### config.mk
export PLATFORM = sky130hd
export DESIGN_NAME = proximity_measure_sequencer
export DESIGN_NICKNAME = d
export VERILOG_FILES = /design/src/prox_seq_pkg.sv /design/src/proximity_measure_sequencer.sv
export SDC_FILE = /design/constraint.sdc
export NUM_CORES = 1
export LEC_CHECK = 0
export BUFFER_PORTS_ARGS = -buffer_cell sky130_fd_sc_hd__buf_2
export CELL_PAD_IN_SITES_DETAIL_PLACEMENT = 1
export CELL_PAD_IN_SITES_GLOBAL_PLACEMENT = 1
export CORE_MARGIN = 2
export CORE_UTILIZATION = 53
export CTS_BUF_LIST = sky130_fd_sc_hd__clkbuf_8 sky130_fd_sc_hd__clkbuf_16
export CTS_CLUSTER_DIAMETER = 30
export DETAILED_ROUTE_END_ITERATION = 8
export GPL_ROUTABILITY_DRIVEN = 0
export PLACE_DENSITY = 0.9
export SYNTH_ARGS = -nofsm -noshare
export SYNTH_HDL_FRONTEND = slang
export SYNTH_SLANG_ARGS = --single-unit
### constraint.sdc
create_clock -name clk_sys -period 6 [get_ports clk_sys]
set_clock_uncertainty 0.15 [all_clocks]
set_input_delay 1.8 -clock clk_sys [delete_from_list [all_inputs] [get_ports clk_sys]]
set_output_delay 1.8 -clock clk_sys [all_outputs]
set_load 0.02 [all_outputs]
### src/prox_seq_pkg.sv
package prox_seq_pkg;

  // Link address of the target
  localparam logic [6:0] DEV_ADDR = 7'h29;

  // Register offsets
  localparam logic [7:0] A_ENABLE = 8'h80;
  localparam logic [7:0] A_SAMPLE_INTERVAL = 8'h82;
  localparam logic [7:0] A_DELAY_COUNT = 8'h83;
  localparam logic [7:0] A_LOWER_LIMIT = 8'h88;
  localparam logic [7:0] A_UPPER_LIMIT = 8'h8a;
  localparam logic [7:0] A_INTERRUPT_FILTER = 8'h8c;
  localparam logic [7:0] A_DELAY_SCALE_CONFIG = 8'h8d;
  localparam logic [7:0] A_REVISION_CODE = 8'h91;
  localparam logic [7:0] A_PART_CODE = 8'h92;
  localparam logic [7:0] A_STATUS = 8'h93;
  localparam logic [7:0] A_MEASUREMENT_RESULT = 8'h9c;
  localparam logic [7:0] A_REVISION_AUX = 8'h9e;
  localparam logic [7:0] A_IRQ_MASK = 8'hdd;

  // Plain storage registers with no effect on the sequencer
  localparam int SPARE_N = 9;
  localparam logic [SPARE_N-1:0][7:0] SPARE_ADDR = {
    8'hdc, 8'hd9, 8'hd7, 8'hc1, 8'hc0, 8'hab, 8'h9f, 8'h8f, 8'h8e};
  localparam logic [SPARE_N-1:0][7:0] SPARE_RST = {
    8'h00, 8'h00, 8'h00, 8'h00, 8'h00, 8'h0c, 8'h00, 8'h80, 8'h4f};

  // Reset values
  localparam logic [7:0] RST_ENABLE = 8'h00;
  localparam logic [7:0] RST_SAMPLE_INTERVAL = 8'h1f;
  localparam logic [7:0] RST_DELAY_COUNT = 8'h00;
  localparam logic [7:0] RST_LOWER_LIMIT = 8'h00;
  localparam logic [7:0] RST_UPPER_LIMIT = 8'h00;
  localparam logic [7:0] RST_INTERRUPT_FILTER = 8'h00;
  localparam logic [7:0] RST_DELAY_SCALE_CONFIG = 8'h80;
  localparam logic [7:0] RST_STATUS = 8'h00;
  localparam logic [7:0] RST_MEASUREMENT_RESULT = 8'h00;
  localparam logic [7:0] RST_IRQ_MASK = 8'h00;

  // Field positions
  localparam int POWER_BIT = 0;
  localparam int MEASURE_BIT = 2;
  localparam int DELAY_EN_BIT = 3;
  localparam int LONG_DELAY_BIT = 2;
  localparam int FILTER_LSB = 4;
  localparam int PROX_FLAG_BIT = 5;
  localparam int PROX_MASK_BIT = 5;

  // Timing
  localparam int CLK_PERIOD_NS = 10;
  localparam int INTERVAL_NS = 88000;
  localparam int WAIT_STEP_NS = 2810000;
  localparam int LONG_FACTOR = 12;
  localparam int INTERVAL_CYC = INTERVAL_NS / CLK_PERIOD_NS;
  localparam int WAIT_CYC = WAIT_STEP_NS / CLK_PERIOD_NS;

  typedef enum logic [2:0] {
    I_IDLE, I_ADDR, I_REG, I_WDATA, I_RDATA
  } i2c_st_t;

  typedef enum logic [1:0] {
    S_IDLE, S_MEAS, S_RATE, S_WAIT
  } seq_st_t;

  typedef struct packed {
    logic scl_m;
    logic scl_s;
    logic scl_q;
    logic sda_m;
    logic sda_s;
    logic sda_q;
    i2c_st_t i2c;
    logic [3:0] cnt;
    logic [7:0] shreg;
    logic rw;
    logic mack;
    logic [7:0] ptr;
    logic sda_oe_n;
    logic [7:0] enable;
    logic [7:0] sample_interval;
    logic [7:0] delay_count;
    logic [7:0] lower_limit;
    logic [7:0] upper_limit;
    logic [7:0] interrupt_filter;
    logic [7:0] delay_scale_config;
    logic [7:0] status;
    logic [7:0] measurement_result;
    logic [7:0] irq_mask;
    logic [SPARE_N-1:0][7:0] spare;
    seq_st_t seq;
    logic [7:0] units;
    logic [31:0] tick;
    logic [3:0] interrupt_filter_cnt;
    logic meas_start;
    logic int_oe_n;
  } state_t;

endpackage

### src/proximity_measure_sequencer.sv
`timescale 1ns/1ps
// Contract
// - Answer as link target only at seven-bit address 0x29.
// - Power-up bit 0 runs the oscillator; clearing stops it.
// - Enable bit 2 switches proximity measurement on or off.
// - Measurement runs only while power-up is also set.
// - Enable bit 3 turns the wait timer between measurements on or off.
// - Gap between measurements is 88 us times the interval value.
// - Wait counter counts down to zero: N gives N+1 steps of 2.81 ms.
// - Long-wait bit 2 makes each wait step twelve times longer.
// - Result below low limit counts toward filter, then sets flag.
// - Result above high limit counts toward filter, then sets flag.
// - Interrupt pin active while flag set and its mask bit enabled.
// - Filter 0 every cycle, 1 any out-of-range, N consecutive.
// - Status flags clear themselves once read.
// - Pulse config resets 0x4f, gain 0x80, wait config 0x80.
// - Interrupt pin is open drain, pulled low while pending.
module proximity_measure_sequencer #(
  parameter int INTERVAL_CYC = prox_seq_pkg::INTERVAL_CYC,
  parameter int WAIT_CYC = prox_seq_pkg::WAIT_CYC,
  parameter logic [7:0] REV_CODE = 8'h01,
  parameter logic [7:0] PART_CODE = 8'h5c
) (
  input wire logic clk_sys,
  input wire logic rst_n,
  input wire logic scl,
  input wire logic sda_in,
  output logic sda_out,
  output logic sda_oe_n,
  output logic int_out,
  output logic int_oe_n,
  output logic osc_on,
  output logic meas_start,
  input wire logic [7:0] prox_data,
  input wire logic prox_done
);

  // REV_CODE and PART_CODE values are arbitrary
  if (INTERVAL_CYC < 1 || WAIT_CYC < 1) begin
    $error("Timing counts must be at least one");
  end
  // The long wait step must still fit the 32-bit step counter
  if (64'(WAIT_CYC) * prox_seq_pkg::LONG_FACTOR > 64'h7fffffff) begin
    $error("Wait step too long for the counter");
  end

  prox_seq_pkg::state_t r;
  prox_seq_pkg::state_t n;

  function automatic logic [7:0] read_reg(prox_seq_pkg::state_t s,
                                          logic [7:0] a);
    logic [7:0] v;
    v = 8'h00;
    if (a == prox_seq_pkg::A_ENABLE) begin
      v = s.enable;
    end else if (a == prox_seq_pkg::A_SAMPLE_INTERVAL) begin
      v = s.sample_interval;
    end else if (a == prox_seq_pkg::A_DELAY_COUNT) begin
      v = s.delay_count;
    end else if (a == prox_seq_pkg::A_LOWER_LIMIT) begin
      v = s.lower_limit;
    end else if (a == prox_seq_pkg::A_UPPER_LIMIT) begin
      v = s.upper_limit;
    end else if (a == prox_seq_pkg::A_INTERRUPT_FILTER) begin
      v = s.interrupt_filter;
    end else if (a == prox_seq_pkg::A_DELAY_SCALE_CONFIG) begin
      v = s.delay_scale_config;
    end else if (a == prox_seq_pkg::A_REVISION_CODE) begin
      v = REV_CODE;
    end else if (a == prox_seq_pkg::A_PART_CODE) begin
      v = PART_CODE;
    end else if (a == prox_seq_pkg::A_STATUS) begin
      v = s.status;
    end else if (a == prox_seq_pkg::A_MEASUREMENT_RESULT) begin
      v = s.measurement_result;
    end else if (a == prox_seq_pkg::A_IRQ_MASK) begin
      v = s.irq_mask;
    end else begin
      for (int i = 0; i < prox_seq_pkg::SPARE_N; i++) begin
        if (a == prox_seq_pkg::SPARE_ADDR[i]) begin
          v = s.spare[i];
        end
      end
    end
    return v;
  endfunction

  // Writes to read-only, status and unmapped offsets are dropped
  function automatic prox_seq_pkg::state_t write_reg(
      prox_seq_pkg::state_t s, logic [7:0] a, logic [7:0] d);
    prox_seq_pkg::state_t t;
    t = s;
    if (a == prox_seq_pkg::A_ENABLE) begin
      t.enable = d;
    end else if (a == prox_seq_pkg::A_SAMPLE_INTERVAL) begin
      t.sample_interval = d;
    end else if (a == prox_seq_pkg::A_DELAY_COUNT) begin
      t.delay_count = d;
    end else if (a == prox_seq_pkg::A_LOWER_LIMIT) begin
      t.lower_limit = d;
    end else if (a == prox_seq_pkg::A_UPPER_LIMIT) begin
      t.upper_limit = d;
    end else if (a == prox_seq_pkg::A_INTERRUPT_FILTER) begin
      t.interrupt_filter = d;
    end else if (a == prox_seq_pkg::A_DELAY_SCALE_CONFIG) begin
      // Reserved bits are stored as written
      t.delay_scale_config = d;
    end else if (a == prox_seq_pkg::A_IRQ_MASK) begin
      t.irq_mask = d;
    end else begin
      for (int i = 0; i < prox_seq_pkg::SPARE_N; i++) begin
        if (a == prox_seq_pkg::SPARE_ADDR[i]) begin
          t.spare[i] = d;
        end
      end
    end
    return t;
  endfunction

  always_comb begin
    logic scl_rise;
    logic scl_fall;
    logic start_c;
    logic stop_c;
    logic run;
    logic out_rng;
    logic hit;
    logic [3:0] need;
    logic [3:0] c;
    logic [7:0] rd;
    logic [31:0] wlen;
    scl_rise = 1'b0;
    scl_fall = 1'b0;
    start_c = 1'b0;
    stop_c = 1'b0;
    run = 1'b0;
    out_rng = 1'b0;
    hit = 1'b0;
    need = 4'h0;
    c = 4'h0;
    rd = 8'h00;
    wlen = 32'h0;
    n = r;
    // Start is a single-cycle strobe
    n.meas_start = 1'b0;

    // Pins are asynchronous to clk_sys, so two stages before any use
    n.scl_m = scl;
    n.scl_s = r.scl_m;
    n.scl_q = r.scl_s;
    n.sda_m = sda_in;
    n.sda_s = r.sda_m;
    n.sda_q = r.sda_s;
    scl_rise = r.scl_s & ~r.scl_q;
    scl_fall = ~r.scl_s & r.scl_q;
    start_c = r.scl_s & r.scl_q & r.sda_q & ~r.sda_s;
    stop_c = r.scl_s & r.scl_q & ~r.sda_q & r.sda_s;
    rd = read_reg(r, r.ptr);

    // A start aborts any transfer, even one in mid byte
    if (start_c) begin
      n.i2c = prox_seq_pkg::I_ADDR;
      n.cnt = 4'h0;
      n.sda_oe_n = 1'b1;
    end else if (stop_c) begin
      n.i2c = prox_seq_pkg::I_IDLE;
      n.sda_oe_n = 1'b1;
    end else begin
      case (r.i2c)
        prox_seq_pkg::I_ADDR, prox_seq_pkg::I_REG,
        prox_seq_pkg::I_WDATA: begin
          if (scl_rise && r.cnt < 4'h8) begin
            n.shreg = {r.shreg[6:0], r.sda_s};
            n.cnt = r.cnt + 4'h1;
          end else if (scl_fall && r.cnt == 4'h8) begin
            n.cnt = 4'h9;
            n.sda_oe_n = 1'b0;
            if (r.i2c == prox_seq_pkg::I_ADDR) begin
              n.rw = r.shreg[0];
              if (r.shreg[7:1] != prox_seq_pkg::DEV_ADDR) begin
                n.i2c = prox_seq_pkg::I_IDLE;
                n.sda_oe_n = 1'b1;
              end
            end else if (r.i2c == prox_seq_pkg::I_REG) begin
              n.ptr = r.shreg;
            end else begin
              n.ptr = r.ptr + 8'h01;
              n = write_reg(n, r.ptr, r.shreg);
            end
          end else if (scl_fall && r.cnt == 4'h9) begin
            n.cnt = 4'h0;
            n.sda_oe_n = 1'b1;
            if (r.i2c == prox_seq_pkg::I_ADDR && r.rw) begin
              n.i2c = prox_seq_pkg::I_RDATA;
              n.shreg = rd;
              n.sda_oe_n = rd[7];
              n.ptr = r.ptr + 8'h01;
              if (r.ptr == prox_seq_pkg::A_STATUS) begin
                n.status = 8'h00;
              end
            end else if (r.i2c == prox_seq_pkg::I_ADDR) begin
              n.i2c = prox_seq_pkg::I_REG;
            end else begin
              n.i2c = prox_seq_pkg::I_WDATA;
            end
          end
        end
        // Data moves only after the clock has fallen, never while high
        prox_seq_pkg::I_RDATA: begin
          if (scl_rise && r.cnt == 4'h8) begin
            n.mack = ~r.sda_s;
            n.cnt = 4'h9;
          end else if (scl_rise && r.cnt < 4'h8) begin
            n.cnt = r.cnt + 4'h1;
          end else if (scl_fall && r.cnt >= 4'h1 && r.cnt <= 4'h7) begin
            n.shreg = {r.shreg[6:0], 1'b0};
            n.sda_oe_n = r.shreg[6];
          end else if (scl_fall && r.cnt == 4'h8) begin
            n.sda_oe_n = 1'b1;
          end else if (scl_fall && r.cnt == 4'h9) begin
            n.cnt = 4'h0;
            if (r.mack) begin
              n.shreg = rd;
              n.sda_oe_n = rd[7];
              n.ptr = r.ptr + 8'h01;
              if (r.ptr == prox_seq_pkg::A_STATUS) begin
                n.status = 8'h00;
              end
            end else begin
              n.i2c = prox_seq_pkg::I_IDLE;
              n.sda_oe_n = 1'b1;
            end
          end
        end
        default: begin
          n.sda_oe_n = 1'b1;
        end
      endcase
    end

    // Enable bits and the long-wait bit use this cycle's writes; limits, filter, interval and wait count use r
    run = n.enable[prox_seq_pkg::POWER_BIT] &
          n.enable[prox_seq_pkg::MEASURE_BIT];
    wlen = n.delay_scale_config[prox_seq_pkg::LONG_DELAY_BIT] ?
           32'(WAIT_CYC * prox_seq_pkg::LONG_FACTOR) :
           32'(WAIT_CYC);
    need = r.interrupt_filter[prox_seq_pkg::FILTER_LSB +: 4];
    out_rng = (prox_data < r.lower_limit) |
              (prox_data > r.upper_limit);

    if (!run) begin
      n.seq = prox_seq_pkg::S_IDLE;
      n.interrupt_filter_cnt = 4'h0;
    end else begin
      case (r.seq)
        prox_seq_pkg::S_IDLE: begin
          n.meas_start = 1'b1;
          n.seq = prox_seq_pkg::S_MEAS;
        end
        // No timeout: a converter that never answers stalls the sequence
        prox_seq_pkg::S_MEAS: begin
          if (prox_done) begin
            n.measurement_result = prox_data;
            if (need == 4'h0) begin
              hit = 1'b1;
            end else if (out_rng) begin
              c = (r.interrupt_filter_cnt == 4'hf) ? 4'hf : r.interrupt_filter_cnt + 4'h1;
              n.interrupt_filter_cnt = c;
              hit = (c >= need);
            end else begin
              n.interrupt_filter_cnt = 4'h0;
            end
            n.units = r.sample_interval;
            n.tick = 32'(INTERVAL_CYC - 1);
            n.seq = prox_seq_pkg::S_RATE;
          end
        end
        prox_seq_pkg::S_RATE: begin
          if (r.units == 8'h00) begin
            n.units = r.delay_count;
            n.tick = wlen - 32'h1;
            n.seq = n.enable[prox_seq_pkg::DELAY_EN_BIT] ?
                    prox_seq_pkg::S_WAIT : prox_seq_pkg::S_IDLE;
          end else if (r.tick == 32'h0) begin
            n.units = r.units - 8'h01;
            n.tick = 32'(INTERVAL_CYC - 1);
          end else begin
            n.tick = r.tick - 32'h1;
          end
        end
        default: begin
          // Terminal count zero still spends one full step
          if (r.tick == 32'h0) begin
            if (r.units == 8'h00) begin
              n.seq = prox_seq_pkg::S_IDLE;
            end else begin
              n.units = r.units - 8'h01;
              n.tick = wlen - 32'h1;
            end
          end else begin
            n.tick = r.tick - 32'h1;
          end
        end
      endcase
    end

    // Set after the read clear, so a new event is never lost
    if (hit) begin
      n.status[prox_seq_pkg::PROX_FLAG_BIT] = 1'b1;
    end
    n.int_oe_n = ~(n.status[prox_seq_pkg::PROX_FLAG_BIT] &
                   n.irq_mask[prox_seq_pkg::PROX_MASK_BIT]);
  end

  // Synchronisers reset to the idle-high bus level, so no false start
  always_ff @(posedge clk_sys or negedge rst_n) begin
    if (!rst_n) begin
      r <= '0;
      r.scl_m <= 1'b1;
      r.scl_s <= 1'b1;
      r.scl_q <= 1'b1;
      r.sda_m <= 1'b1;
      r.sda_s <= 1'b1;
      r.sda_q <= 1'b1;
      r.i2c <= prox_seq_pkg::I_IDLE;
      r.sda_oe_n <= 1'b1;
      r.enable <= prox_seq_pkg::RST_ENABLE;
      r.sample_interval <= prox_seq_pkg::RST_SAMPLE_INTERVAL;
      r.delay_count <= prox_seq_pkg::RST_DELAY_COUNT;
      r.lower_limit <= prox_seq_pkg::RST_LOWER_LIMIT;
      r.upper_limit <= prox_seq_pkg::RST_UPPER_LIMIT;
      r.interrupt_filter <= prox_seq_pkg::RST_INTERRUPT_FILTER;
      r.delay_scale_config <= prox_seq_pkg::RST_DELAY_SCALE_CONFIG;
      r.status <= prox_seq_pkg::RST_STATUS;
      r.measurement_result <= prox_seq_pkg::RST_MEASUREMENT_RESULT;
      r.irq_mask <= prox_seq_pkg::RST_IRQ_MASK;
      r.spare <= prox_seq_pkg::SPARE_RST;
      r.seq <= prox_seq_pkg::S_IDLE;
      r.int_oe_n <= 1'b1;
    end else begin
      r <= n;
    end
  end

  // Both pins are open drain: they only ever pull low
  assign sda_out = 1'b0;
  assign int_out = 1'b0;
  assign sda_oe_n = r.sda_oe_n;
  assign int_oe_n = r.int_oe_n;
  assign osc_on = r.enable[prox_seq_pkg::POWER_BIT];
  assign meas_start = r.meas_start;

endmodule

Word-level counts from Yosys, hierarchy flattened
Cells that the tools add are included.
Word-level totals
  register bits after elaboration: 232
Operators by class
  add/subtract/negate cells: 6
  magnitude comparators: 6
  multiplexer cells: 173
  bitwise operators: 19
  eq/ne operators: 95
  reduce and logical (&&, ||, !) cells: 40
Operator list (number)
  $mux W201: 6
  $mux W80: 7
  $mux W8: 62
  $mux W200: 2
  $mux W196: 2
  $mux W136: 2
  $mux W211: 1
  $ne A7 B7 Y1 const B: 26
  $eq A8 B8 Y1 const B: 21
  $mux W40: 4
  $reduce_and A16 Y1: 9
  $mux W15: 8
  $pmux W40 S3: 1
  $mux W23: 5
  $mux W32: 3
  $mux W72: 1
  $mux W9: 8
  $ne A5 B5 Y1 const B: 13
  $mux W56: 1
  $mux W52: 1
  $mux W48: 1
  $mux W46: 1
  $mux W22: 2
  $reduce_and A11 Y1: 3
  58 further kinds: 149

Depth between registers and ports, before layout
Gate-level depths: netlist (run 1).
  word-level depth: 35
  gate-level depth with buffers: 13

Worst setup path after synthesis (run 1)
No wires, ideal clock.
  path kind: register to register
  start point: register r[31] in the netlist's numbering
  end point: register r[41] in the netlist's numbering
  arrival: 3.185 ns
  slack: 2.541 ns
  stages on the path, launching flop included: 13
  period minus slack after synthesis: 3.459 ns
  required time: 5.727 ns
  setup time: 0.123 ns
  cells stage by stage: dfrtp_1 or4_1 buf_2 or4_1 buf_2 or4_4 buf_6 a21oi_2 o22ai_1 or4_4 buf_6 o21ai_1 o21ai_1
On the way
  longest elaborated chain between the ends: 5
  elaborated cells between the ends (all ways): 6
  those cells by class: mux (5); reduce/logical (1)
RTL lines
  start, declared: RTL line proximity_measure_sequencer.sv:47  | prox_seq_pkg::state_t r;
  start signal, assigned: RTL line proximity_measure_sequencer.sv:341  | r <= n;
  $logic_not A32 Y1 *: RTL line proximity_measure_sequencer.sv:284, proximity_measure_sequencer.sv:293
  $mux W8: RTL line proximity_measure_sequencer.sv:284  | end else if (r.tick == 32'h0) begin
  $mux W40: RTL line proximity_measure_sequencer.sv:279  | if (r.units == 8'h00) begin
  $pmux W40 S3 *: RTL line proximity_measure_sequencer.sv:255  | case (r.seq)
  $mux W40 *: RTL line proximity_measure_sequencer.sv:251  | if (!run) begin
Mark *: on every way between the ends. The rest lies on a longest branch, timed or not.
A chain may end at the register's enable or synchronous reset.

Final worst setup path (run 1)
  start point: register r[201] in the netlist's numbering
  end point: register r[34] in the netlist's numbering
On the way
  longest elaborated chain between the ends: 27
  elaborated cells between the ends (all ways): 36
  those cells by class: add/sub (1); eq/ne (7); mux (27); bitwise (1)
RTL lines
  $eq A8 B8 Y1: RTL line proximity_measure_sequencer.sv:105  | end else if (a == prox_seq_pkg::A_DELAY_SCALE_CONFIG) begin
  $mux W8: RTL line proximity_measure_sequencer.sv:105
  $mux W8: RTL line proximity_measure_sequencer.sv:103  | end else if (a == prox_seq_pkg::A_INTERRUPT_FILTER) begin
  $mux W16: RTL line proximity_measure_sequencer.sv:101  | end else if (a == prox_seq_pkg::A_UPPER_LIMIT) begin
  $mux W24: RTL line proximity_measure_sequencer.sv:99  | end else if (a == prox_seq_pkg::A_LOWER_LIMIT) begin
  $mux W32: RTL line proximity_measure_sequencer.sv:97  | end else if (a == prox_seq_pkg::A_DELAY_COUNT) begin
  $mux W40: RTL line proximity_measure_sequencer.sv:95  | end else if (a == prox_seq_pkg::A_SAMPLE_INTERVAL) begin
  $mux W48: RTL line proximity_measure_sequencer.sv:93  | if (a == prox_seq_pkg::A_ENABLE) begin
  (+11 left out)
  $mux W196 *: RTL line proximity_measure_sequencer.sv:165  | end else if (stop_c) begin
  $mux W196 *: RTL line proximity_measure_sequencer.sv:161  | if (start_c) begin
  $mux W22: RTL line proximity_measure_sequencer.sv:244  | wlen = n.delay_scale_config[prox_seq_pkg::LONG_DELAY_BIT] ?
  $sub A22 B1 Y23: RTL line proximity_measure_sequencer.sv:281, proximity_measure_sequencer.sv:298
  $mux W40: RTL line proximity_measure_sequencer.sv:294  | if (r.units == 8'h00) begin
  $mux W32: RTL line proximity_measure_sequencer.sv:293  | if (r.tick == 32'h0) begin
  $pmux W40 S3: RTL line proximity_measure_sequencer.sv:255
  $mux W40 *: RTL line proximity_measure_sequencer.sv:251
Mark *: on every way between the ends. The rest lies on a longest branch, timed or not. The select of a mux whose other input is x is not followed.

==> summary.md, run 1 <==
| Metric | Value |
|---|---|
| Status | finished clean |
| Chip Width | 161.6 um |
| Starting DRC count in detailed routing | 1644 |
| Wire length per cell | 26.87 um |
| Fin Setup TNS | 0 ns |
| Setup Viol. Count Final | 0 |
| Synth top area share | 39.94% |
| Slew @ Worst Pin | 1.384 ns |
| Peak supply drop | 0.2701 mV |
| Total CTS buffers | 51 |
| Data arrival time of the critical path | 5.12 ns |
| Pwr dens | 340.0 nW/um^2 |
| Tcrit/Tclk final | 80.50% |
| Worst-path cell chain | inv_1 -> ha_1 -> nand3_1 -> or3_1 -> mux2_2 -> or4_1 -> nor2_2 -> nand2_1 -> o31ai_1 |
| CTS Hold Buffers Added | 0 |
| Mapped cell area | 13160 sq um |
| Num ports | 19 |
| Slew headroom | 7.748% |
| Post-CTS Resized | 0 |
| Final WL | 51340 um |
| CTS tree | done |
| CP delay by family, top | simple AND/OR/NAND/NOR gates |
| Row count | 57 |
| TritonRoute pass-1 iters | 6 |
| Hold Violations, Final | 0 |
| Ys flop type | dfrtp_1 |
| Critical path peak fanout | 20 |
| Vias/cell | 6.929 |
| Worst Path Required | 6.29 ns |
| Synthesized flop and latch total | 232 |
| Syn. warnings | 0 |
| Post-CTS setup buffer count | 0 |
| Clock-pin slew on the worst setup and hold paths | 0.04 ns |
| Worst hold path type | reg -> reg |
| # H-tree levels | 2 |
| Syn Inst Count | 1548 |
| Max-Cap Viols | 0 |
| Clock Latency Late Sink | 0.56 ns |
| Initial antenna violation count | 1 |
| Most common cell after layout, fill and taps aside | nand2_1 |
| Synth area leaders | dfrtp_1 40%, o21ai_0 8.3%, nand2_1 8.0% |
| Core footprint | 24320 sq um |
| Total power draw | 5.166 mW |
| Min Clock Period, post-route | 4.830 ns |
| Largest net degree at the start of global routing | 114 |
| RSZ-0062 raised after global routing | no |
| Via count | 13240 |
| GRT Util Overall | 39.67% |
| Slowest cell delay on critical path | 0.87 ns |
| Area leader, netlist | dfrtp_1 |
| Synthesized area per cell | 8.500 sq um |
| ANT nets after route | 0 |
| Post-synth EDFFs | 0 |
| Initial core utilization | 54.10% |
| Startpoint type of the worst setup path | flip-flop |
| Root buf cell | clkbuf_16 |
| Grt total ovfl | 0 |
| Leak | 6.416 nW |
| # port buffers | 16 |
| Netlist cell types | 75 |
| Share of layout cells above drive strength 1 | 11.98% |
| Die ar. | 26100 sq um |
| Synthesis-to-finish area growth | 15.45% |
| Die Ht | 161.6 um |
| Number of global-route vias before repair | 13930 |
| Max Freq | 207.0 MHz |
| Crit Path Class | reg -> reg |
| HPWL Detailed | 31700 um |
| Asr flop ratio synth | 100.0% |
| Worst setup EP type | flip-flop |
| CP bufs+invs | 1 |
| Detailed-route DRC error count | 0 |
| First-pass GRT wire length | 80700 um |
| Final slew viol count | 0 |
| Clock buffer depth | 3 |
| Sequential area share after synthesis | 44.33% |
| Sink Count | 232 |
| Commonest cells after routing, fill and taps aside | 280 x nand2_1, 217 x o21ai_0, 210 x dfrtp_1, 112 x nor2_1, 69 x a21oi_1 |
| CP max stage cell | or4_1 |
| Fin nets | 1592 |
==> worst reg2reg max path, stage by stage (launching register included) <==
cell,delay [ns]
dfrtp_1,0.42
inv_1,0.14
ha_1,0.70
nand3_1,0.46
or3_1,0.66
mux2_2,0.46
or4_1,0.87
nor2_2,0.46
nand2_1,0.16
o31ai_1,0.25
==> state kept, by name (all words and copies together), names as in the netlist <==
name        flops
int_oe_n        1
meas_start      1
osc_on          1
r             228
sda_oe_n        1
==> path summary, 6_finish.rpt <==
path / slack [ns] / startpoint / to / cells past startpoint
min reg2reg: 0.21 / r[228] / r[227] / 0
min in group asynchronous: 1.18 / rst_n / r[15] / 1
max reg2reg: 1.17 / r[201] / r[34] / 9
max: 1.17 / r[201] / r[34] / 9
min: 0.21 / r[228] / r[227] / 0
max in group asynchronous: 3.38 / rst_n / r[143] / 2
==> layer usage <==
layer / track usage [%] / vias up / part of all wire, %
li1: - / 5602 / -
met1: 48.45 / 6557 / 38
met2: 65.77 / 810 / 47
met3: 8.603 / 271 / 9.2
met4: 21.51 / 2 / 6.0
met5: 0 / - / 0.025
==> synthesized netlist by cell type (all sizes together), types with 5 or more instances <==
master / instances
o22ai: 21
o221ai: 7
inv: 46
buf: 11
clkbuf: 78
nor4: 14
o2111ai: 6
a2111oi: 7
mux2i: 6
nor3b: 10
ha: 35
nand3: 45
a22oi: 25
mux2: 37
a221oi: 17
nand2: 280
and3: 11
and2: 6
nand2b: 12
or4: 7
dfrtp: 210
xnor2: 6
a21o: 7
dfstp: 22
nor2b: 20
o21ai: 227
a21oi: 70
or3: 11
o211ai: 8
a31oi: 16
o22a: 5
nor2: 113
a22o: 11
o31ai: 13
a32oi: 5
a211oi: 8
nand4: 6
nor3: 49
==> power breakdown <==
group / switching [mW] / total [mW] / internal [mW] / leakage (nW)
registers: 0.110 / 1.72 / 1.61 / 3.06
logic: 0.445 / 0.613 / 0.168 / 2.48
clock network: 0.960 / 2.83 / 1.87 / 0.877
==> per-stage QoR <==
stage          cells  instance area (sq um)  hold slack [ns]  setup slack (ns)  utilization [%]
3_5_place_dp    1814                  13420           0.2010             1.373            55.18
5_1_grt         1910                  15190           0.2132            0.9433            62.45
4_1_cts         1909                  15180           0.2069             1.294            62.43
3_3_place_gp    1814                  13420           0.1979             1.572            55.18
2_1_floorplan   1549                  13160           0.1952             2.541                -
6_report        1911                  15190           0.2061             1.170            62.46
==> kinds of logic after synthesis <==
kind of cell	Yosys count	synth area share (%)
AOI/OAI and AO/OA	485	22.61
xor gates and xnor gates	9	0.5991
adders and majority gates	35	3.328
buffers and inverters	135	4.051
DFF	232	44.33
muxes	43	3.623
other	1	0.02850
and+or+nand+nor	608	21.42
==> area by class of cell <==
| type | count | area, sq um |
|---|---|---|
| Timing Repair Buffer | 31 | 212.7 |
| Clock inverter | 35 | 362.8 |
| Tap cell | 324 | 405.4 |
| Multi-Input combinational cell | 1182 | 6802 |
| Sequential cell | 232 | 5833 |
| Fill cell | 2778 | 9129 |
| Clock buffer | 60 | 1400 |
| Inverter | 46 | 172.7 |
| Antenna cell | 1 | 2.502 |
Power figures use the tool's default switching activity.
==> run 2: changes to the inputs <==
--- a/config.mk
+++ b/config.mk
@@ -9,12 +9,12 @@
 export CELL_PAD_IN_SITES_DETAIL_PLACEMENT = 1
 export CELL_PAD_IN_SITES_GLOBAL_PLACEMENT = 1
 export CORE_MARGIN = 2
-export CORE_UTILIZATION = 53
+export CORE_UTILIZATION = 44
 export CTS_BUF_LIST = sky130_fd_sc_hd__clkbuf_8 sky130_fd_sc_hd__clkbuf_16
 export CTS_CLUSTER_DIAMETER = 30
 export DETAILED_ROUTE_END_ITERATION = 8
 export GPL_ROUTABILITY_DRIVEN = 0
-export PLACE_DENSITY = 0.9
+export PLACE_DENSITY = 0.8
 export SYNTH_ARGS = -nofsm -noshare
 export SYNTH_HDL_FRONTEND = slang
 export SYNTH_SLANG_ARGS = --single-unit
==> constraint.sdc (replaced) <==
create_clock -name clk_sys -period 4.1 [get_ports clk_sys]
set_clock_uncertainty 0.15 [all_clocks]
set_input_delay 1.23 -clock clk_sys [delete_from_list [all_inputs] [get_ports clk_sys]]
set_output_delay 1.23 -clock clk_sys [all_outputs]
set_load 0.02 [all_outputs]
==> summary.md, run 2 (synthesized netlist as in run 1, its figures left out) <==
| Metric | Value |
|---|---|
| Status | finished clean (unchanged) |
| Share of layout cells above drive strength 1 | 15.23% (was 11.98%) |
| Antenna fix cells | 0 (was 1) |
| Sequential power share | 30.1% (was 33.3%) |
| Final WL | 48080 um (was 51340 um) |
| Max Freq | 259.5 MHz (was 207.0 MHz) |
| Post-CTS Resized | 0 (unchanged) |
| Setup Viol. Count Final | 0 (unchanged) |
| CP startpoint | r[208] (was r[201]) |
| Final Util | 53.74% (was 62.46%) |
| # H-tree levels | 2 (unchanged) |
| Num ports | 19 (unchanged) |
| Clock Latency Late Sink | 0.61 ns (was 0.56 ns) |
| Initial antenna violation count | 1 (unchanged) |
| Clk network pwr share | 57.8% (was 54.9%) |
| Row count | 63 (was 57) |
| Clock buffer depth | 3 (unchanged) |
| Synthesis-to-finish area growth | 20.73% (was 15.45%) |
| Data arrival time of the critical path | 4.17 ns (was 5.12 ns) |
| Detailed-route DRC error count | 0 (unchanged) |
| Tcrit/Tclk final | 94.01% (was 80.50%) |
| R2R Setup Slk | 0.25 ns (was 1.17 ns) |
| Worst-path cell chain | nor4b_2 -> nand3_1 -> or3_1 -> mux2_2 -> or4_1 -> nor2_2 -> nand2_1 -> o31ai_1 (was inv_1 -> ha_1 -> nand3_1 -> or3_1 -> mux2_2 -> or4_1 -> nor2_2 -> nand2_1 -> o31ai_1) |
| Die Ht | 176.9 um (was 161.6 um) |
| Die ar. | 31300 sq um (was 26100 sq um) |
| RSZ-0062 raised after global routing | no (unchanged) |
| Fin nets | 1642 (was 1592) |
| Number of global-route vias before repair | 13500 (was 13930) |
| Sink Count | 232 (unchanged) |
| Peak supply drop | 0.4084 mV (was 0.2701 mV) |
| Grt total ovfl | 0 (unchanged) |
| Hold_ws | 0.2041 ns (was 0.2061 ns) |
| Worst Path Required | 4.41 ns (was 6.29 ns) |
| Flip-flop count of the largest register after layout | 228 (unchanged) |
| CP max stage cell | or4_1 (unchanged) |
| Sw Share | 28.00% (was 29.34%) |
| Initial core utilization | 44.51% (was 54.10%) |
| Final slew viol count | 0 (unchanged) |
| Via count | 12850 (was 13240) |
| TritonRoute pass-1 iters | 5 (was 6) |
| # port buffers | 16 (unchanged) |
| Worst R2R End | r[37] (was r[34]) |
| Crit Path Class | reg -> reg (unchanged) |
| Worst hold path type | reg -> reg (unchanged) |
| CTS Hold Buffers Added | 0 (unchanged) |
| Slew headroom | 18.71% (was 7.748%) |
| Sw power | 2.291 mW (was 1.515 mW) |
| Chip Width | 176.9 um (was 161.6 um) |
| Fin Setup TNS | 0 ns (unchanged) |
| Vias/cell | 6.322 (was 6.929) |
| Leak | 6.756 nW (was 6.416 nW) |
| Clock-pin slew on the worst setup and hold paths | 0.05 ns (was 0.04 ns) |
| Worst setup EP type | flip-flop (unchanged) |
| Largest net degree at the start of global routing | 76 (was 114) |
| Root buf cell | clkbuf_16 (unchanged) |
| Min Clock Period, post-route | 3.854 ns (was 4.830 ns) |
| Most flops, register | r (unchanged) |
| Logic gate share of total power | 12.0% (was 11.9%) |
| Post-CTS setup buffer count | 0 (unchanged) |
| ANT nets after route | 0 (unchanged) |
| Slew @ Worst Pin | 1.211 ns (was 1.384 ns) |
| Placed cell area | 13850 sq um (was 13420 sq um) |
| Crit path to | r[37] (was r[34]) |
| Total CTS buffers | 56 (was 51) |
| Startpoint type of the worst setup path | flip-flop (unchanged) |
| HPWL Detailed | 32710 um (was 31700 um) |
| Core footprint | 29560 sq um (was 24320 sq um) |
| Reg-to-Reg Start | r[208] (was r[201]) |
| CTS tree | done (unchanged) |
| Critical path peak fanout | 11 (was 20) |
| First-pass GRT wire length | 76530 um (was 80700 um) |
| R2R cell count | 8 (was 9) |
| Pwr dens | 515.0 nW/um^2 (was 340.0 nW/um^2) |
| GRT Util Overall | 31.28% (was 39.67%) |
| Most common cell after layout, fill and taps aside | nand2_1 (unchanged) |
| Final Cell Area | 15890 sq um (was 15190 sq um) |
| Slowest cell delay on critical path | 0.64 ns (was 0.87 ns) |
| Wire length per cell | 23.66 um (was 26.87 um) |
| Internal cell power | 5.890 mW (was 3.650 mW) |
| Hold Violations, Final | 0 (unchanged) |
| Max-Cap Viols | 0 (unchanged) |
| Commonest cells after routing, fill and taps aside | 280 x nand2_1, 217 x o21ai_0, 210 x dfrtp_1, 112 x nor2_1, 69 x a21oi_1 (unchanged) |
| Starting DRC count in detailed routing | 1279 (was 1644) |
-- run 2: worst max-delay path, delay by kind of cell, from the launching register on --
kind	cells	cell delay, ns
flip-flops	1	0.51
AO/OA/AOI/OAI	1	0.25
AND/OR/NAND/NOR	6	2.38
multiplexers	1	0.41
-- run 2: layer usage --
layer  vias up  routed length (um)  GRT usage [%]
met5         -                  13              0
met4         2                2172          14.63
met3       171                3816          7.045
met2       531               22690          51.56
met1      6453               19390          38.99
li1       5690                   -              -
-- run 2: through the flow --
step           instances  setup WS, ns  total power [mW]
2_1_floorplan       1549        0.6413             3.024
3_3_place_gp        1926        0.2690             3.417
3_5_place_dp        1926        0.1924             3.445
4_1_cts             2032        0.1199             8.202
5_1_grt             2032       0.02561             8.434
6_report            2032        0.2458             8.181
-- run 2: power groups by stage --
stage	clock network, mW	logic (mW)	registers, mW
2_1_floorplan	0	0.597	2.43
3_3_place_gp	0	0.930	2.49
3_5_place_dp	0	0.952	2.49
4_1_cts	4.77	0.971	2.46
5_1_grt	4.90	1.06	2.47
6_report	4.73	0.985	2.46
-- run 2: final cells by class --
type | instances | area [sq um]
multi-input cells | 1182 | 6807
clock inverters | 39 | 479.2
fillers | 3438 | 13670
inverters | 46 | 172.7
flip-flops and latches | 232 | 5833
repair buffers | 76 | 553.0
well taps | 390 | 488.0
clock buffers | 67 | 1553
-- run 2: how the worst min path moves through the flow --
stage            from  endpoint  slack, ns  cells after the start
2_1_floorplan  r[228]    r[227]       0.20                      0
3_3_place_gp   r[228]    r[227]       0.20                      0
3_5_place_dp   r[228]    r[227]       0.20                      0
4_1_cts        r[228]    r[227]       0.20                      0
5_1_grt        r[228]    r[227]       0.21                      0
6_report       r[228]    r[227]       0.20                      0
==> run 3: changes to the inputs <==
--- a/config.mk
+++ b/config.mk
@@ -7,14 +7,15 @@
 export LEC_CHECK = 0
 export BUFFER_PORTS_ARGS = -buffer_cell sky130_fd_sc_hd__buf_2
 export CELL_PAD_IN_SITES_DETAIL_PLACEMENT = 1
-export CELL_PAD_IN_SITES_GLOBAL_PLACEMENT = 1
+export CELL_PAD_IN_SITES_GLOBAL_PLACEMENT = 2
 export CORE_MARGIN = 2
-export CORE_UTILIZATION = 44
+export CORE_UTILIZATION = 36
 export CTS_BUF_LIST = sky130_fd_sc_hd__clkbuf_8 sky130_fd_sc_hd__clkbuf_16
 export CTS_CLUSTER_DIAMETER = 30
 export DETAILED_ROUTE_END_ITERATION = 8
 export GPL_ROUTABILITY_DRIVEN = 0
-export PLACE_DENSITY = 0.8
+export PLACE_DENSITY = 0.81
+export RECOVER_POWER = 25
 export SYNTH_ARGS = -nofsm -noshare
 export SYNTH_HDL_FRONTEND = slang
 export SYNTH_SLANG_ARGS = --single-unit
==> summary.md, run 3 (synthesized netlist as in run 1, its figures left out) <==
| Metric | Value |
|---|---|
| Status | finished, violations left (was finished clean) |
| Violated checks | max-capacitance violations, max-slew violations |
| Setup WS post-layout | 0.2709 ns (was 0.2458 ns) |
| Sink Count | 232 (unchanged) |
| Hold Path Origin | r[231] (was r[228]) |
| Chip Width | 195.2 um (was 176.9 um) |
| Tcrit/Tclk final | 93.39% (was 94.01%) |
| Via count | 12470 (was 12850) |
| Crit path to | r[218] (was r[37]) |
| Min Clock Period, post-route | 3.829 ns (was 3.854 ns) |
| Slowest cell delay on critical path | 0.67 ns (was 0.64 ns) |
| CTS tree | done (unchanged) |
| Detailed-route DRC error count | 0 (unchanged) |
| RSZ-0062 raised after global routing | no (unchanged) |
| Leak | 6.955 nW (was 6.756 nW) |
| Cells after DPL | 2005 (was 1926) |
| Slew @ Worst Pin | 1.886 ns (was 1.211 ns) |
| Commonest cells after routing, fill and taps aside | 280 x nand2_1, 217 x o21ai_0, 210 x dfrtp_1, 112 x nor2_1 (was 280 x nand2_1, 217 x o21ai_0, 210 x dfrtp_1, 112 x nor2_1, 69 x a21oi_1) |
| Row count | 70 (was 63) |
| Setup slack at placement | 0.3646 ns (was 0.1924 ns) |
| Layout Cells excl Fill | 2128 (was 2032) |
| GRT Util Overall | 25.52% (was 31.28%) |
| Final Util | 44.87% (was 53.74%) |
| Root buf cell | clkbuf_16 (unchanged) |
| Clock-pin slew on the worst setup and hold paths | 0.04 ns (was 0.05 ns) |
| Post-CTS setup buffer count | 0 (unchanged) |
| Pwr dens | 539.5 nW/um^2 (was 515.0 nW/um^2) |
| Critical path peak fanout | 15 (was 11) |
| Startpoint type of the worst setup path | flip-flop (unchanged) |
| First-pass GRT wire length | 76360 um (was 76530 um) |
| Core footprint | 36260 sq um (was 29560 sq um) |
| Crit Path Class | reg -> reg (unchanged) |
| Area of the multi-input gates | 6802 sq um (was 6807 sq um) |
| Fill cell count | 4213 (was 3438) |
| Worst setup EP type | flip-flop (unchanged) |
| Slew headroom | -25.75% (was 18.71%) |
| Final slew viol count | 70 (was 0) |
| Worst R2R End | r[218] (was r[37]) |
| Most common cell after layout, fill and taps aside | nand2_1 (unchanged) |
| Peak supply drop | 0.3644 mV (was 0.4084 mV) |
| HPWL Detailed | 33600 um (was 32710 um) |
| Largest net degree at the start of global routing | 71 (was 76) |
| Final Cell Area | 16270 sq um (was 15890 sq um) |
| Starting DRC count in detailed routing | 812 (was 1279) |
| TritonRoute pass-1 iters | 5 (unchanged) |
| Final WL | 47620 um (was 48080 um) |
| Num ports | 19 (unchanged) |
| Clock Latency Late Sink | 0.57 ns (was 0.61 ns) |
| Flip-flop count of the largest register after layout | 228 (unchanged) |
| Synthesis-to-finish area growth | 23.65% (was 20.73%) |
| Hold Violations, Final | 0 (unchanged) |
| CTS Hold Buffers Added | 0 (unchanged) |
| CP startpoint | r[206] (was r[208]) |
| Antenna fix cells | 0 (unchanged) |
| Worst hold path type | reg -> reg (unchanged) |
| Post-CTS Resized | 0 (unchanged) |
| Data arrival time of the critical path | 4.17 ns (about the same) |
| # H-tree levels | 3 (was 2) |
| Most flops, register | r (unchanged) |
| Worst Path Required | 4.45 ns (was 4.41 ns) |
| Initial antenna violation count | 0 (was 1) |
| Share of layout cells above drive strength 1 | 15.24% (was 15.23%) |
| Die ar. | 38090 sq um (was 31300 sq um) |
| Max Freq | 261.2 MHz (was 259.5 MHz) |
| Max-Cap Viols | 1 (was 0) |
| Wire length per cell | 22.38 um (was 23.66 um) |
| R2R Setup Slk | 0.27 ns (was 0.25 ns) |
| Fin Setup TNS | 0 ns (unchanged) |
| Initial core utilization | 36.29% (was 44.51%) |
| Fin nets | 1654 (was 1642) |
| Worst-path cell chain | nor3b_1 -> and2_0 -> a22oi_1 -> a41o_1 -> a211oi_1 -> o221ai_1 -> a2111oi_0 -> a221o_1 (was nor4b_2 -> nand3_1 -> or3_1 -> mux2_2 -> or4_1 -> nor2_2 -> nand2_1 -> o31ai_1) |
| ANT nets after route | 0 (unchanged) |
| Register area | 5833 sq um (unchanged) |
| Setup Viol. Count Final | 0 (unchanged) |
| Total CTS buffers | 67 (was 56) |
| Placed cell area | 13970 sq um (was 13850 sq um) |
| Reg-to-Reg Start | r[206] (was r[208]) |
| Number of global-route vias before repair | 13190 (was 13500) |
| Hold_ws | 0.2069 ns (was 0.2041 ns) |
| Die Ht | 195.2 um (was 176.9 um) |
| Total power draw | 8.777 mW (was 8.181 mW) |
| # port buffers | 16 (unchanged) |
| Grt total ovfl | 0 (unchanged) |
| Vias/cell | 5.861 (was 6.322) |
| R2R cell count | 8 (unchanged) |
| Clock buffer depth | 3 (unchanged) |
| CP max stage cell | nor3b_1 (was or4_1) |
[run 3: layout make-up]
| cell class | count | area share, % |
|---|---|---|
| Multi-Input combinational cell | 1182 | 41.81 |
| Sequential cell | 232 | 35.85 |
| Clock buffer | 78 | 11.37 |
| Tap cell | 468 | 3.599 |
| Timing Repair Buffer | 77 | 3.345 |
| Clock inverter | 45 | 2.961 |
| Inverter | 46 | 1.061 |
[run 3: report_power, final]
part           internal [mW]  leakage (nW)  switching (mW)  total (mW)
registers               2.36          3.06          0.0558        2.41
clock network           3.75          1.20            1.57        5.32
logic                  0.298          2.69           0.748        1.05
total                   6.41          6.96            2.37        8.78
[run 3: layer usage]
layer,track usage [%],routed length [um]
met1,33.73,21480
met2,41.26,22260
met3,4.715,2217
met4,10.52,1667
met5,0,0
[run 3: how the worst min path moves through the flow]
stage / cells after the start / to / slack [ns]
finish: 0 / r[230] / 0.21
global route: 0 / r[230] / 0.21
CTS: 0 / r[230] / 0.20
floorplan: 0 / r[227] / 0.20
detailed placement: 0 / r[230] / 0.20
global placement: 0 / r[227] / 0.20
[run 3: worst max-delay path: cells and delay by family, from the launching register on]
family	cells	cell delay [ns]
AO/OA/AOI/OAI	6	1.91
AND/OR/NAND/NOR	2	1.19
flip-flops	1	0.51
